### src/rtl/sgl_pkg.sv
// Package with descriptor field layouts, codes and register offsets for the descriptor decoder.
package sgl_pkg;

  // ----------------------------------------------------------------------------
  // Descriptor field positions (bit indices within the 128-bit descriptor).
  // ----------------------------------------------------------------------------
  localparam int ADDR_LSB   = 0;    // Address occupies bytes 7..0.
  localparam int LEN_LSB    = 64;   // Length occupies bytes 11..8.
  localparam int RSVD_LSB   = 96;   // Reserved bytes 14..12.
  localparam int SUB_LSB    = 120;  // Sub-type is bits 3..0 of byte 15.
  localparam int TYPE_LSB   = 124;  // Type is bits 7..4 of byte 15.

  // ----------------------------------------------------------------------------
  // Descriptor type codes.
  // ----------------------------------------------------------------------------
  localparam logic [3:0] TYPE_DATA     = 4'h0;  // Plain data block.
  localparam logic [3:0] TYPE_BUCKET   = 4'h1;  // Bit bucket, data discarded.
  localparam logic [3:0] TYPE_SEGMENT  = 4'h2;  // Pointer to a non-final segment.
  localparam logic [3:0] TYPE_LAST_SEG = 4'h3;  // Pointer to the final segment.
  localparam logic [3:0] TYPE_KEYED    = 4'h4;  // Keyed data block.
  localparam logic [3:0] TYPE_RSV_LO   = 4'h5;  // First reserved code.
  localparam logic [3:0] TYPE_RSV_HI   = 4'hE;  // Last reserved code.
  localparam logic [3:0] TYPE_VENDOR   = 4'hF;  // Vendor-defined code.

  // ----------------------------------------------------------------------------
  // Sub-type codes.
  // ----------------------------------------------------------------------------
  localparam logic [3:0] SUB_ADDRESS   = 4'h0;  // Absolute address.
  localparam logic [3:0] SUB_OFFSET    = 4'h1;  // Address is an offset.
  localparam logic [3:0] SUB_XPORT_LO  = 4'hA;  // First transport-specific code.

  // ----------------------------------------------------------------------------
  // APB register offsets (byte addresses) and reset values.
  // ----------------------------------------------------------------------------
  localparam logic [11:0] OFS_CTRL     = 12'h000;  // Control: PCIe transport select.
  localparam logic [11:0] OFS_STATUS   = 12'h004;  // Sticky event status, read only.
  localparam logic [11:0] OFS_CLEAR    = 12'h008;  // Write one to clear status.
  localparam logic [11:0] OFS_ENABLE   = 12'h00C;  // Interrupt enable.
  localparam logic [11:0] OFS_COUNT    = 12'h010;  // Descriptors decoded, read only.
  localparam logic [31:0] CTRL_RESET   = 32'h0000_0001;  // PCIe transport by default.
  localparam int          NUM_EVENTS   = 4;

  // Event bit positions in the status, clear and enable registers.
  localparam int EV_DONE  = 0;  // A descriptor was decoded.
  localparam int EV_TYPE  = 1;  // Type or sub-type error.
  localparam int EV_LEN   = 2;  // Length invalid error.
  localparam int EV_ABORT = 3;  // Misplaced segment pointer abort.

  // ----------------------------------------------------------------------------
  // Carrier types.
  // ----------------------------------------------------------------------------
  typedef struct packed {
    logic [3:0]  dtype;  // Descriptor type.
    logic [3:0]  sub;    // Sub-type.
    logic [63:0] addr;   // Address or offset.
    logic [31:0] len;    // Byte length.
  } desc_fields_t;

  typedef struct packed {
    logic type_err;   // Reserved, vendor or unsupported type or sub-type.
    logic len_err;    // Address plus length overflows 64 bits.
    logic meta_err;   // Length error belongs to the metadata list.
    logic abort;      // Segment pointer not in the last slot, or in the final segment.
    logic xport;      // Sub-type handed to transport-specific logic.
    logic is_offset;  // Address is an offset.
    logic no_xfer;    // Zero length or bit bucket, no data moves.
  } desc_flags_t;

endpackage

### src/rtl/sgl_descriptor_decoder.sv
// Scatter-gather descriptor decoder with APB status and interrupt registers.
//
// Notes on behaviour
// RULE_01: Type 0h data block, 1h bit bucket.
// RULE_02: Type 2h segment, 3h last segment.
// RULE_03: Type 4h keyed; 5h-Eh reserved; Fh vendor.
// RULE_04: Sub-type 0h means absolute 64-bit address.
// RULE_05: Sub-type 1h offset; illegal on PCIe.
// RULE_06: Sub-types Ah-Fh go to transport logic.
// RULE_07: Address bytes 7-0, length 11-8, identifier 15.
// RULE_08: Identifier: sub-type low nibble, type high.
// RULE_09: Zero length data block is valid, no transfer.
// RULE_10: Address plus length overflow flags length error; the code checks this only on type 0h with a sub-type below Ah.
// RULE_11: Reserved or unsupported type flags error.
// RULE_12: Unsupported sub-type reports as type error.
// RULE_13: Misplaced segment pointer aborts the command.
// RULE_14: Outputs fields, one-cycle valid, error flag.
`timescale 1ns/1ps
module sgl_descriptor_decoder (
  input  wire logic                ref_clk_i,     // 10 MHz clock.
  input  wire logic                rstn_i,        // Asynchronous reset, active low.
  input  wire logic                desc_valid_i,  // Descriptor present this cycle.
  input  wire logic [127:0]        desc_i,        // Raw descriptor, byte 0 in bits 7..0.
  input  wire logic                desc_last_i,   // Last descriptor of its segment.
  input  wire logic                seg_final_i,   // Segment is the final segment.
  input  wire logic                desc_meta_i,   // Descriptor is from metadata list.
  input  wire logic                psel,          // APB select.
  input  wire logic                penable,       // APB enable.
  input  wire logic                pwrite,        // APB direction.
  input  wire logic [11:0]         paddr,         // APB byte address.
  input  wire logic [31:0]         pwdata,        // APB write data.
  output logic                     pready,        // APB ready.
  output logic [31:0]              prdata,        // APB read data.
  output logic                     pslverr,       // APB error.
  output sgl_pkg::desc_fields_t    out_fields_o,  // Parsed descriptor fields.
  output sgl_pkg::desc_flags_t     out_flags_o,   // Parsed descriptor flags.
  output logic                     out_valid_o,   // One-cycle strobe with fields.
  output logic                     out_error_o,   // Error with this descriptor.
  output logic                     irq_o          // Level interrupt.
);
  import sgl_pkg::*;

  // ----------------------------------------------------------------------------
  // Classification.
  // ----------------------------------------------------------------------------
  desc_fields_t fields_w;  // Combinational fields.
  desc_flags_t  flags_w;   // Combinational flags.
  logic         pcie_r;    // Transport select from the control register.

  sgl_classify u_classify (
    .desc_i    (desc_i),
    .last_i    (desc_last_i),
    .in_last_i (seg_final_i),
    .meta_i    (desc_meta_i),
    .pcie_i    (pcie_r),
    .fields_o  (fields_w),
    .flags_o   (flags_w)
  );

  // Any error condition of the current descriptor.
  wire logic err_w = flags_w.type_err || flags_w.len_err || flags_w.abort;

  // Events raised by a descriptor in this cycle.
  wire logic [NUM_EVENTS-1:0] ev_w = {NUM_EVENTS{desc_valid_i}} &
    {flags_w.abort, flags_w.len_err, flags_w.type_err, 1'b1};

  // ----------------------------------------------------------------------------
  // Output stage: fields and strobe register one cycle after input.
  // ----------------------------------------------------------------------------
  always_ff @(posedge ref_clk_i or negedge rstn_i) begin
    if (!rstn_i) begin
      out_fields_o <= '0;
      out_flags_o  <= '0;
      out_valid_o  <= 1'b0;
      out_error_o  <= 1'b0;
    end else begin
      out_valid_o <= desc_valid_i;                  // [RULE_14]
      out_error_o <= desc_valid_i && err_w;         // [RULE_14]
      if (desc_valid_i) begin
        out_fields_o <= fields_w;                   // [RULE_14]
        out_flags_o  <= flags_w;
      end
    end
  end

  // ----------------------------------------------------------------------------
  // APB decode.
  // ----------------------------------------------------------------------------
  wire logic acc_w  = psel && penable;                     // Access phase.
  wire logic wr_w   = acc_w && pwrite;                     // Write taking effect.
  wire logic hit_ctrl  = (paddr == OFS_CTRL);
  wire logic hit_stat  = (paddr == OFS_STATUS);
  wire logic hit_clr   = (paddr == OFS_CLEAR);
  wire logic hit_en    = (paddr == OFS_ENABLE);
  wire logic hit_cnt   = (paddr == OFS_COUNT);
  wire logic mapped_w  = hit_ctrl || hit_stat || hit_clr || hit_en || hit_cnt;

  logic [NUM_EVENTS-1:0] status_r;  // Sticky event bits.
  logic [NUM_EVENTS-1:0] enable_r;  // Interrupt enables.
  logic [31:0]           count_r;   // Descriptors decoded.

  // Read mux; the clear register reads zero.
  wire logic [31:0] rdata_w =
    hit_ctrl ? {31'h0000_0000, pcie_r} :
    hit_stat ? {{(32-NUM_EVENTS){1'b0}}, status_r} :
    hit_en   ? {{(32-NUM_EVENTS){1'b0}}, enable_r} :
    hit_cnt  ? count_r : 32'h0000_0000;

  // ----------------------------------------------------------------------------
  // Registers. A set in the same cycle as a clear wins.
  // ----------------------------------------------------------------------------
  wire logic [NUM_EVENTS-1:0] clr_w = (wr_w && hit_clr) ? pwdata[NUM_EVENTS-1:0] : '0;
  wire logic [NUM_EVENTS-1:0] status_nxt = (status_r & ~clr_w) | ev_w;

  always_ff @(posedge ref_clk_i or negedge rstn_i) begin
    if (!rstn_i) begin
      pcie_r   <= CTRL_RESET[0];
      enable_r <= '0;
      status_r <= '0;
      count_r  <= 32'h0000_0000;
    end else begin
      status_r <= status_nxt;
      if (desc_valid_i) begin
        count_r <= count_r + 32'h0000_0001;
      end
      if (wr_w && hit_ctrl) begin
        pcie_r <= pwdata[0];                        // [RULE_05]
      end
      if (wr_w && hit_en) begin
        enable_r <= pwdata[NUM_EVENTS-1:0];
      end
    end
  end

  // Bus answer registered: ready in the first cycle of the access phase.
  always_ff @(posedge ref_clk_i or negedge rstn_i) begin
    if (!rstn_i) begin
      pready  <= 1'b0;
      prdata  <= 32'h0000_0000;
      pslverr <= 1'b0;
      irq_o   <= 1'b0;
    end else begin
      pready  <= psel && !penable;
      prdata  <= rdata_w;
      pslverr <= psel && !penable && !mapped_w;
      irq_o   <= |(status_nxt & enable_r);
    end
  end
endmodule

### src/rtl/sgl_classify.sv
// Combinational classifier that splits one descriptor into fields and flags.
`timescale 1ns/1ps
module sgl_classify (
  input  wire logic [127:0]        desc_i,      // Raw 16-byte descriptor.
  input  wire logic                last_i,      // Descriptor is last in its segment.
  input  wire logic                in_last_i,   // Segment is the final segment.
  input  wire logic                meta_i,      // Descriptor belongs to metadata list.
  input  wire logic                pcie_i,      // PCIe transport selected.
  output sgl_pkg::desc_fields_t    fields_o,    // Extracted fields.
  output sgl_pkg::desc_flags_t     flags_o      // Classification flags.
);
  import sgl_pkg::*;

  // ----------------------------------------------------------------------------
  // Field extraction.
  // ----------------------------------------------------------------------------
  wire logic [3:0]  dtype = desc_i[TYPE_LSB +: 4];  // Type nibble of byte 15. [RULE_08]
  wire logic [3:0]  sub   = desc_i[SUB_LSB +: 4];   // Sub-type nibble of byte 15. [RULE_08]
  wire logic [63:0] addr  = desc_i[ADDR_LSB +: 64]; // Bytes 7..0. [RULE_07]
  wire logic [31:0] len   = desc_i[LEN_LSB +: 32];  // Bytes 11..8; 14..12 ignored. [RULE_07]

  // Type classes.
  wire logic is_data   = (dtype == TYPE_DATA);                          // [RULE_01]
  wire logic is_bucket = (dtype == TYPE_BUCKET);                        // [RULE_01]
  wire logic is_ptr    = (dtype == TYPE_SEGMENT) ||
                         (dtype == TYPE_LAST_SEG);                      // [RULE_02]
  wire logic is_keyed  = (dtype == TYPE_KEYED);                         // [RULE_03]
  wire logic is_rsvd   = (dtype >= TYPE_RSV_LO) && (dtype <= TYPE_RSV_HI) ||
                         (dtype == TYPE_VENDOR);                        // [RULE_03]

  // Sub-type classes; offset is legal only off PCIe and on types 0h, 2h, 3h.
  wire logic sub_abs   = (sub == SUB_ADDRESS) && (is_data || is_ptr || is_keyed);   // [RULE_04]
  wire logic sub_ofs   = (sub == SUB_OFFSET) && (is_data || is_ptr) && !pcie_i;     // [RULE_05]
  wire logic sub_xport = (sub >= SUB_XPORT_LO);                                      // [RULE_06]
  wire logic sub_bad   = !sub_abs && !sub_ofs && !sub_xport && !is_bucket;           // [RULE_12]

  // Overflow: 65-bit sum above 2^64 marks an invalid length.
  wire logic [64:0] end_addr = {1'b0, addr} + {33'h0_0000_0000, len};
  wire logic        overflow = end_addr[64] && (end_addr[63:0] != 64'h0);           // [RULE_10]

  // ----------------------------------------------------------------------------
  // Outputs.
  // ----------------------------------------------------------------------------
  assign fields_o = '{dtype: dtype, sub: sub, addr: addr, len: len};
  assign flags_o.type_err  = is_rsvd || sub_bad;                                     // [RULE_11]
  assign flags_o.len_err   = is_data && !sub_xport && overflow;                      // [RULE_10]
  assign flags_o.meta_err  = is_data && !sub_xport && overflow && meta_i;            // [RULE_10]
  assign flags_o.abort     = is_ptr && (!last_i || in_last_i);                       // [RULE_13]
  assign flags_o.xport     = sub_xport;                                              // [RULE_06]
  assign flags_o.is_offset = sub_ofs;                                                // [RULE_05]
  assign flags_o.no_xfer   = (len == 32'h0000_0000) || is_bucket;                    // [RULE_09]

endmodule

### config.mk
export PLATFORM = sky130hd
export DESIGN_NAME = sgl_descriptor_decoder
export DESIGN_NICKNAME = d
export VERILOG_FILES = /design/src/rtl/sgl_pkg.sv /design/src/rtl/sgl_descriptor_decoder.sv /design/src/rtl/sgl_classify.sv
export SDC_FILE = /design/constraint.sdc
export NUM_CORES = 1
export LEC_CHECK = 0
export ABC_AREA = 1
export BUFFER_PORTS_ARGS = -buffer_cell sky130_fd_sc_hd__buf_4
export CAP_MARGIN = 20
export CORE_ASPECT_RATIO = 2
export CORE_UTILIZATION = 54
export DETAILED_ROUTE_END_ITERATION = 12
export HOLD_SLACK_MARGIN = 0.03
export PLACE_DENSITY = 0.9
export REMOVE_ABC_BUFFERS = 1
export SYNTH_ARGS = -nofsm -noshare
export SYNTH_HDL_FRONTEND = slang
export SYNTH_SLANG_ARGS = --single-unit
### constraint.sdc
create_clock -name ref_clk_i -period 2.6 [get_ports ref_clk_i]
set_input_delay 0.13 -clock ref_clk_i [delete_from_list [all_inputs] [get_ports ref_clk_i]]
set_output_delay 0.13 -clock ref_clk_i [all_outputs]
set_load 0.05 [all_outputs]
==> results of run 1 <==
metrics by stage:
stage	cells	area, µm²	utilization	worst slack (ps)	TNS [ps]
floorplan	1777	12000	-	301	0
global placement	2504	15800	0.716	-333	-1260
detailed placement	2504	15800	0.716	-401	-1570
CTS	2620	17300	0.784	9.46	0
layer usage:
layer  GRT overflow  GRT usage
met5              0      0.225
met2              2      0.913
met4              9      0.762
met3              0      0.543
met1              0      0.709
cell families after synthesis:
kind of cell,after synthesis
fa+ha+maj,34
xor+xnor,31
simple gates,1138
flops,189
buf+inv,306
compound gates,108
timing repair:
item | in CTS
pin swaps | 1
endpoints found under the setup margin | 4
hold endpoints to repair | 154
hold buffers | 85
resized for setup | 4
==> results.py, run 1 <==
metrics = {
    "place": {
        "dpl.hpwl_um": 41400,
        "portBuffers": 276,
        "gp_congestion": 1.04,
    },
    "logic_synthesis": {
        "netlist_area_um2": 12100,
        "synth.top_cell.area_share": 0.388,
        "synthMuxAreaShare": 0,
        "ys.flop_type": "dfrtp_1",
        "yosys.area_share.simple": 0.408,
        "netlist_top_cells_area": "dfrtp_1 (39%), nand2_1 (23%), inv_1 (8.2%)",
        "ys_warn_count": 0,
        "ys_seq_area_frac": 0.390,
        "synth_xor_area_frac": 0.0224,
        "syn_inst": 1806,
        "synth-edff-count": 0,
        "syn_avg_cell_area_um2": 6.72,
        "synth-seq-cells": 189,
        "synthMostInstantiatedCell": "nand2_1",
        "synth_compound_area_frac": 0.0487,
        "synth_fa_ha_area_frac": 0.0357,
        "ys_types": 45,
        "synthTopCellsByCount": "nand2_1 (738), inv_1 (265), dfrtp_1 (188)",
        "yosysTopAreaCell": "dfrtp_1",
        "async_reset_ff_frac": 1.00,
        "synth_top_family_by_area": "simple AND/OR/NAND/NOR gates",
    },
    "outcome": {
        "failing_step": "global routing (5_1_grt)",
        "status": "did not finish",
        "stop_error": "[ERROR GRT-0232] Routing congestion too high. Check the congestion heatmap in the GUI.",
    },
    "floorplanning": {
        "initial_core_util": 0.550,
        "io_pins": 329,
        "die_width_um": 108,
        "die_h_um": 214,
        "rows": 77,
    },
    "global_routing": {
        "grt_max_degree": 73,
        "grt.total_usage": 0.729,
        "grt_overflow": 11,
    },
    "sta": {
        "postGrtWorstEndpoint": "count_r[25]$_DFFE_PN0P_/D",
        "worst-ep-kind": "register data pin",
    },
    "cts": {
        "clock-root-buffer": "clkbuf_16",
        "ctsLongestPathBuffers": 2,
        "post_cts.repair.setup_buffers": 0,
        "cts-htree-levels": 4,
        "cts_sinks": 189,
        "cts_buffers": 17,
    },
}
==> run 2: changes to the inputs <==
Settings changed: CORE_ASPECT_RATIO 2 to unset, CORE_UTILIZATION 54 to 40, HOLD_SLACK_MARGIN 0.03 to unset, PLACE_DENSITY 0.9 to unset, PLACE_DENSITY_LB_ADDON set to 0.15.
==> results.py, run 2 <==
metrics = {
    "global_routing": {
        "grt.total_usage": 0.292,
        "grt_max_degree": 83,
        "antenna_found_initial": 0,
        "grt_pass1_wl_um": 69400,
        "grt_pass1_vias": 13200,
        "grt_overflow": 0,
    },
    "place": {
        "portBuffers": 276,
        "post-place-ws_ps": -336,
        "place_area_um2": 15800,
        "gp_congestion": 0.974,
        "dpl.hpwl_um": 35300,
    },
    "sta": {
        "worst_slack_ps": 121,
        "slew_viol_final": 0,
        "relSlewSlack": 0.507,
        "finalHoldViolCount": 0,
        "whs_ps": 28.6,
        "fin_crit_ps": 2480,
        "worst_pin_slew_ps": 740,
        "grt_setup_unrepaired": "no",
        "setup_violations": 0,
        "fmax_mhz": 403,
        "fin_tns_setup_ps": 0,
        "fin_skew_ps": 6.82,
        "final.period_utilization": 0.953,
    },
    "logic_synthesis": {
        "ys_seq_area_frac": 0.390,
        "async_reset_ff_frac": 1.00,
        "synthTopCellsByCount": "nand2_1 (738), inv_1 (265), dfrtp_1 (188)",
        "netlist_top_cells_area": "dfrtp_1 (39%), nand2_1 (23%), inv_1 (8.2%)",
        "synth-edff-count": 0,
        "synth-seq-cells": 189,
        "synth.top_cell.area_share": 0.388,
        "netlist_area_um2": 12100,
        "ys_types": 45,
        "syn_avg_cell_area_um2": 6.72,
        "ys_warn_count": 0,
        "yosysTopAreaCell": "dfrtp_1",
        "ys.flop_type": "dfrtp_1",
        "synthMostInstantiatedCell": "nand2_1",
        "syn_inst": 1806,
    },
    "pwr": {
        "swShare": 0.367,
        "powerDensity_nw_per_um2": 503,
        "comb_power_share": 0.310,
        "power.switching_mw": 3.20,
        "totalPowerFinal_mw": 8.72,
        "vdd_drop_max_v": 0.000419,
        "internal_power_mw": 5.52,
        "clkPwrFrac": 0.309,
        "power_frac_seq": 0.381,
        "leakage_nw": 9.67,
    },
    "floorplanning": {
        "io_pins": 329,
        "rows": 63,
        "core_um2": 29700,
        "initial_core_util": 0.408,
        "die_h_um": 176,
        "die_area_um2": 31000,
        "die_width_um": 176,
    },
    "worst_setup_path": {
        "crit_type": "in2reg",
        "cpPeakStageDelay_ps": 510,
        "critPathMaxFanout": 4,
        "crit_family": "simple AND/OR/NAND/NOR gates",
        "crit_slowest_cell": "a21oi_1",
        "critPathArrivalTime_ps": 2820,
        "cp_data_required_time_ps": 2940,
        "critPathLaunchType": "primary input",
        "cp_common_cell": "nand2_1",
        "crit_chain": "buf_4 -> ha_1 -> nand2_1 -> nor2_1 -> buf_4 -> a21oi_1 -> nand3_2 -> nand2_1 -> nand3_1 -> nor2_1 -> nand2_1 -> nor2_1 -> nand3_1 -> nor2_1 -> nand2_1 -> nand2_2 -> nand2_2 -> nand2_1 -> nand2_1",
        "endpoint_kind": "flip-flop",
        "path_buf_inv": 2,
    },
    "finish": {
        "largest_reg_flops": 104,
        "post-route-cell-area_um2": 17300,
        "final_common_cell": "nand2_1",
        "layout_common_cells": "nand2_1 (737), buf_4 (439), inv_1 (265), dfrtp_1 (188), nor2_1 (129)",
        "area_delta_synth_final_pct": 43.0,
        "antenna_cells": 0,
        "largest-register": "out_fields_o",
        "top_regs": "out_fields_o (104), count_r (32), prdata (32)",
        "fillers": 2874,
        "layout-drive-gt1-share": 0.238,
        "layout.nets": 2538,
    },
    "cts": {
        "cts_buffers": 17,
        "clkTransAtPathRegs_ps": 80,
        "cts_sinks": 189,
        "clock-root-buffer": "clkbuf_16",
        "cts_tree": "built",
        "clk_latency_ps": 450,
        "ctsLongestPathBuffers": 2,
        "cts-htree-levels": 4,
    },
    "worst_hold_path": {
        "hold_path.class": "in2reg",
    },
    "detailed_routing": {
        "vias_per_cell": 4.87,
        "wl_per_cell_um": 16.2,
        "via_count": 13300,
        "drtIter0Drc": 874,
        "dr.pass1.iters": 7,
        "drc_errors": 0,
        "routed_wl_um": 44300,
        "drt.antenna.violating_nets": 0,
    },
    "outcome": {
        "status": "finished clean",
    },
    "run": {
        "drv_cap": 0,
    },
}
-- run 2: cell counts after synthesis --
Identical to the previous run, type by type.
-- run 2: cells by family after synthesis --
| logic type | after synthesis | synth area share |
|---|---|---|
| AO/OA/AOI/OAI | 108 | 0.0487 |
| XOR/XNOR | 31 | 0.0224 |
| adder cells (fa/ha/maj) | 34 | 0.0357 |
| buffers and inverters | 306 | 0.0950 |
| flip-flops | 189 | 0.390 |
| AND/OR/NAND/NOR | 1138 | 0.408 |
-- run 2: path summary, 6_finish.rpt --
check,slack (ps),cells after the start,start,end
max in group asynchronous,1490,3,rstn_i,pcie_r
max reg2reg,230,12,count_r[0],count_r[30]
min in group asynchronous,290,2,rstn_i,prdata[23]
min,30,3,desc_i[52],out_fields_o[84]
max,120,19,desc_i[22],irq_o
min reg2reg,470,1,count_r[31],count_r[31]
-- run 2: routing by layer --
metal	vias up	track usage	wire length [µm]	share of wire
met4	0	0.0804	864	0.020
met3	53	0.0433	2580	0.058
met1	6158	0.388	20000	0.45
li1	6667	-	-	-
met2	397	0.492	20900	0.47
met5	-	0	0	0
-- run 2: power by group through the flow --
stage               Combinational [mW]  Clock, mW  Sequential, mW
floorplan                        0.896          0            3.90
global placement                  2.56          0            3.37
detailed placement                2.57          0            3.38
CTS                               2.69       2.75            3.32
global route                      2.93       2.85            3.35
finish                            2.70       2.69            3.32
-- run 2: what timing repair did --
item	CTS	global route
hold buffers	85	0
resized for setup	0	11
setup buffers	0	2
hold endpoints to repair	163	0
setup endpoints to repair	0	2
-- run 2: tightest hold or removal path, delay by kind of cell --
kind | cells | cell delay, ps
compound gates | 1 | 80
buf+inv | 2 | 220
-- run 2: final cells by class --
| type | count | area (µm²) | share of cell area |
|---|---|---|---|
| Sequential cell | 189 | 4730 | 0.273 |
| Clock buffer | 17 | 425 | 0.0245 |
| Clock inverter | 15 | 171 | 0.00988 |
| Timing Repair Buffer | 527 | 4200 | 0.242 |
| Tap cell | 390 | 488 | 0.0281 |
| Multi-Input combinational cell | 1311 | 6290 | 0.363 |
| Inverter | 277 | 1040 | 0.0601 |
-- run 2: stage by stage --
step           std cells  utilization
2_1_floorplan       1777            -
5_1_grt             2726        0.584
3_3_place_gp        2607        0.533
4_1_cts             2724        0.582
6_report            2726        0.584
3_5_place_dp        2607        0.533
Note: power is estimated with default switching activity, not from simulation.
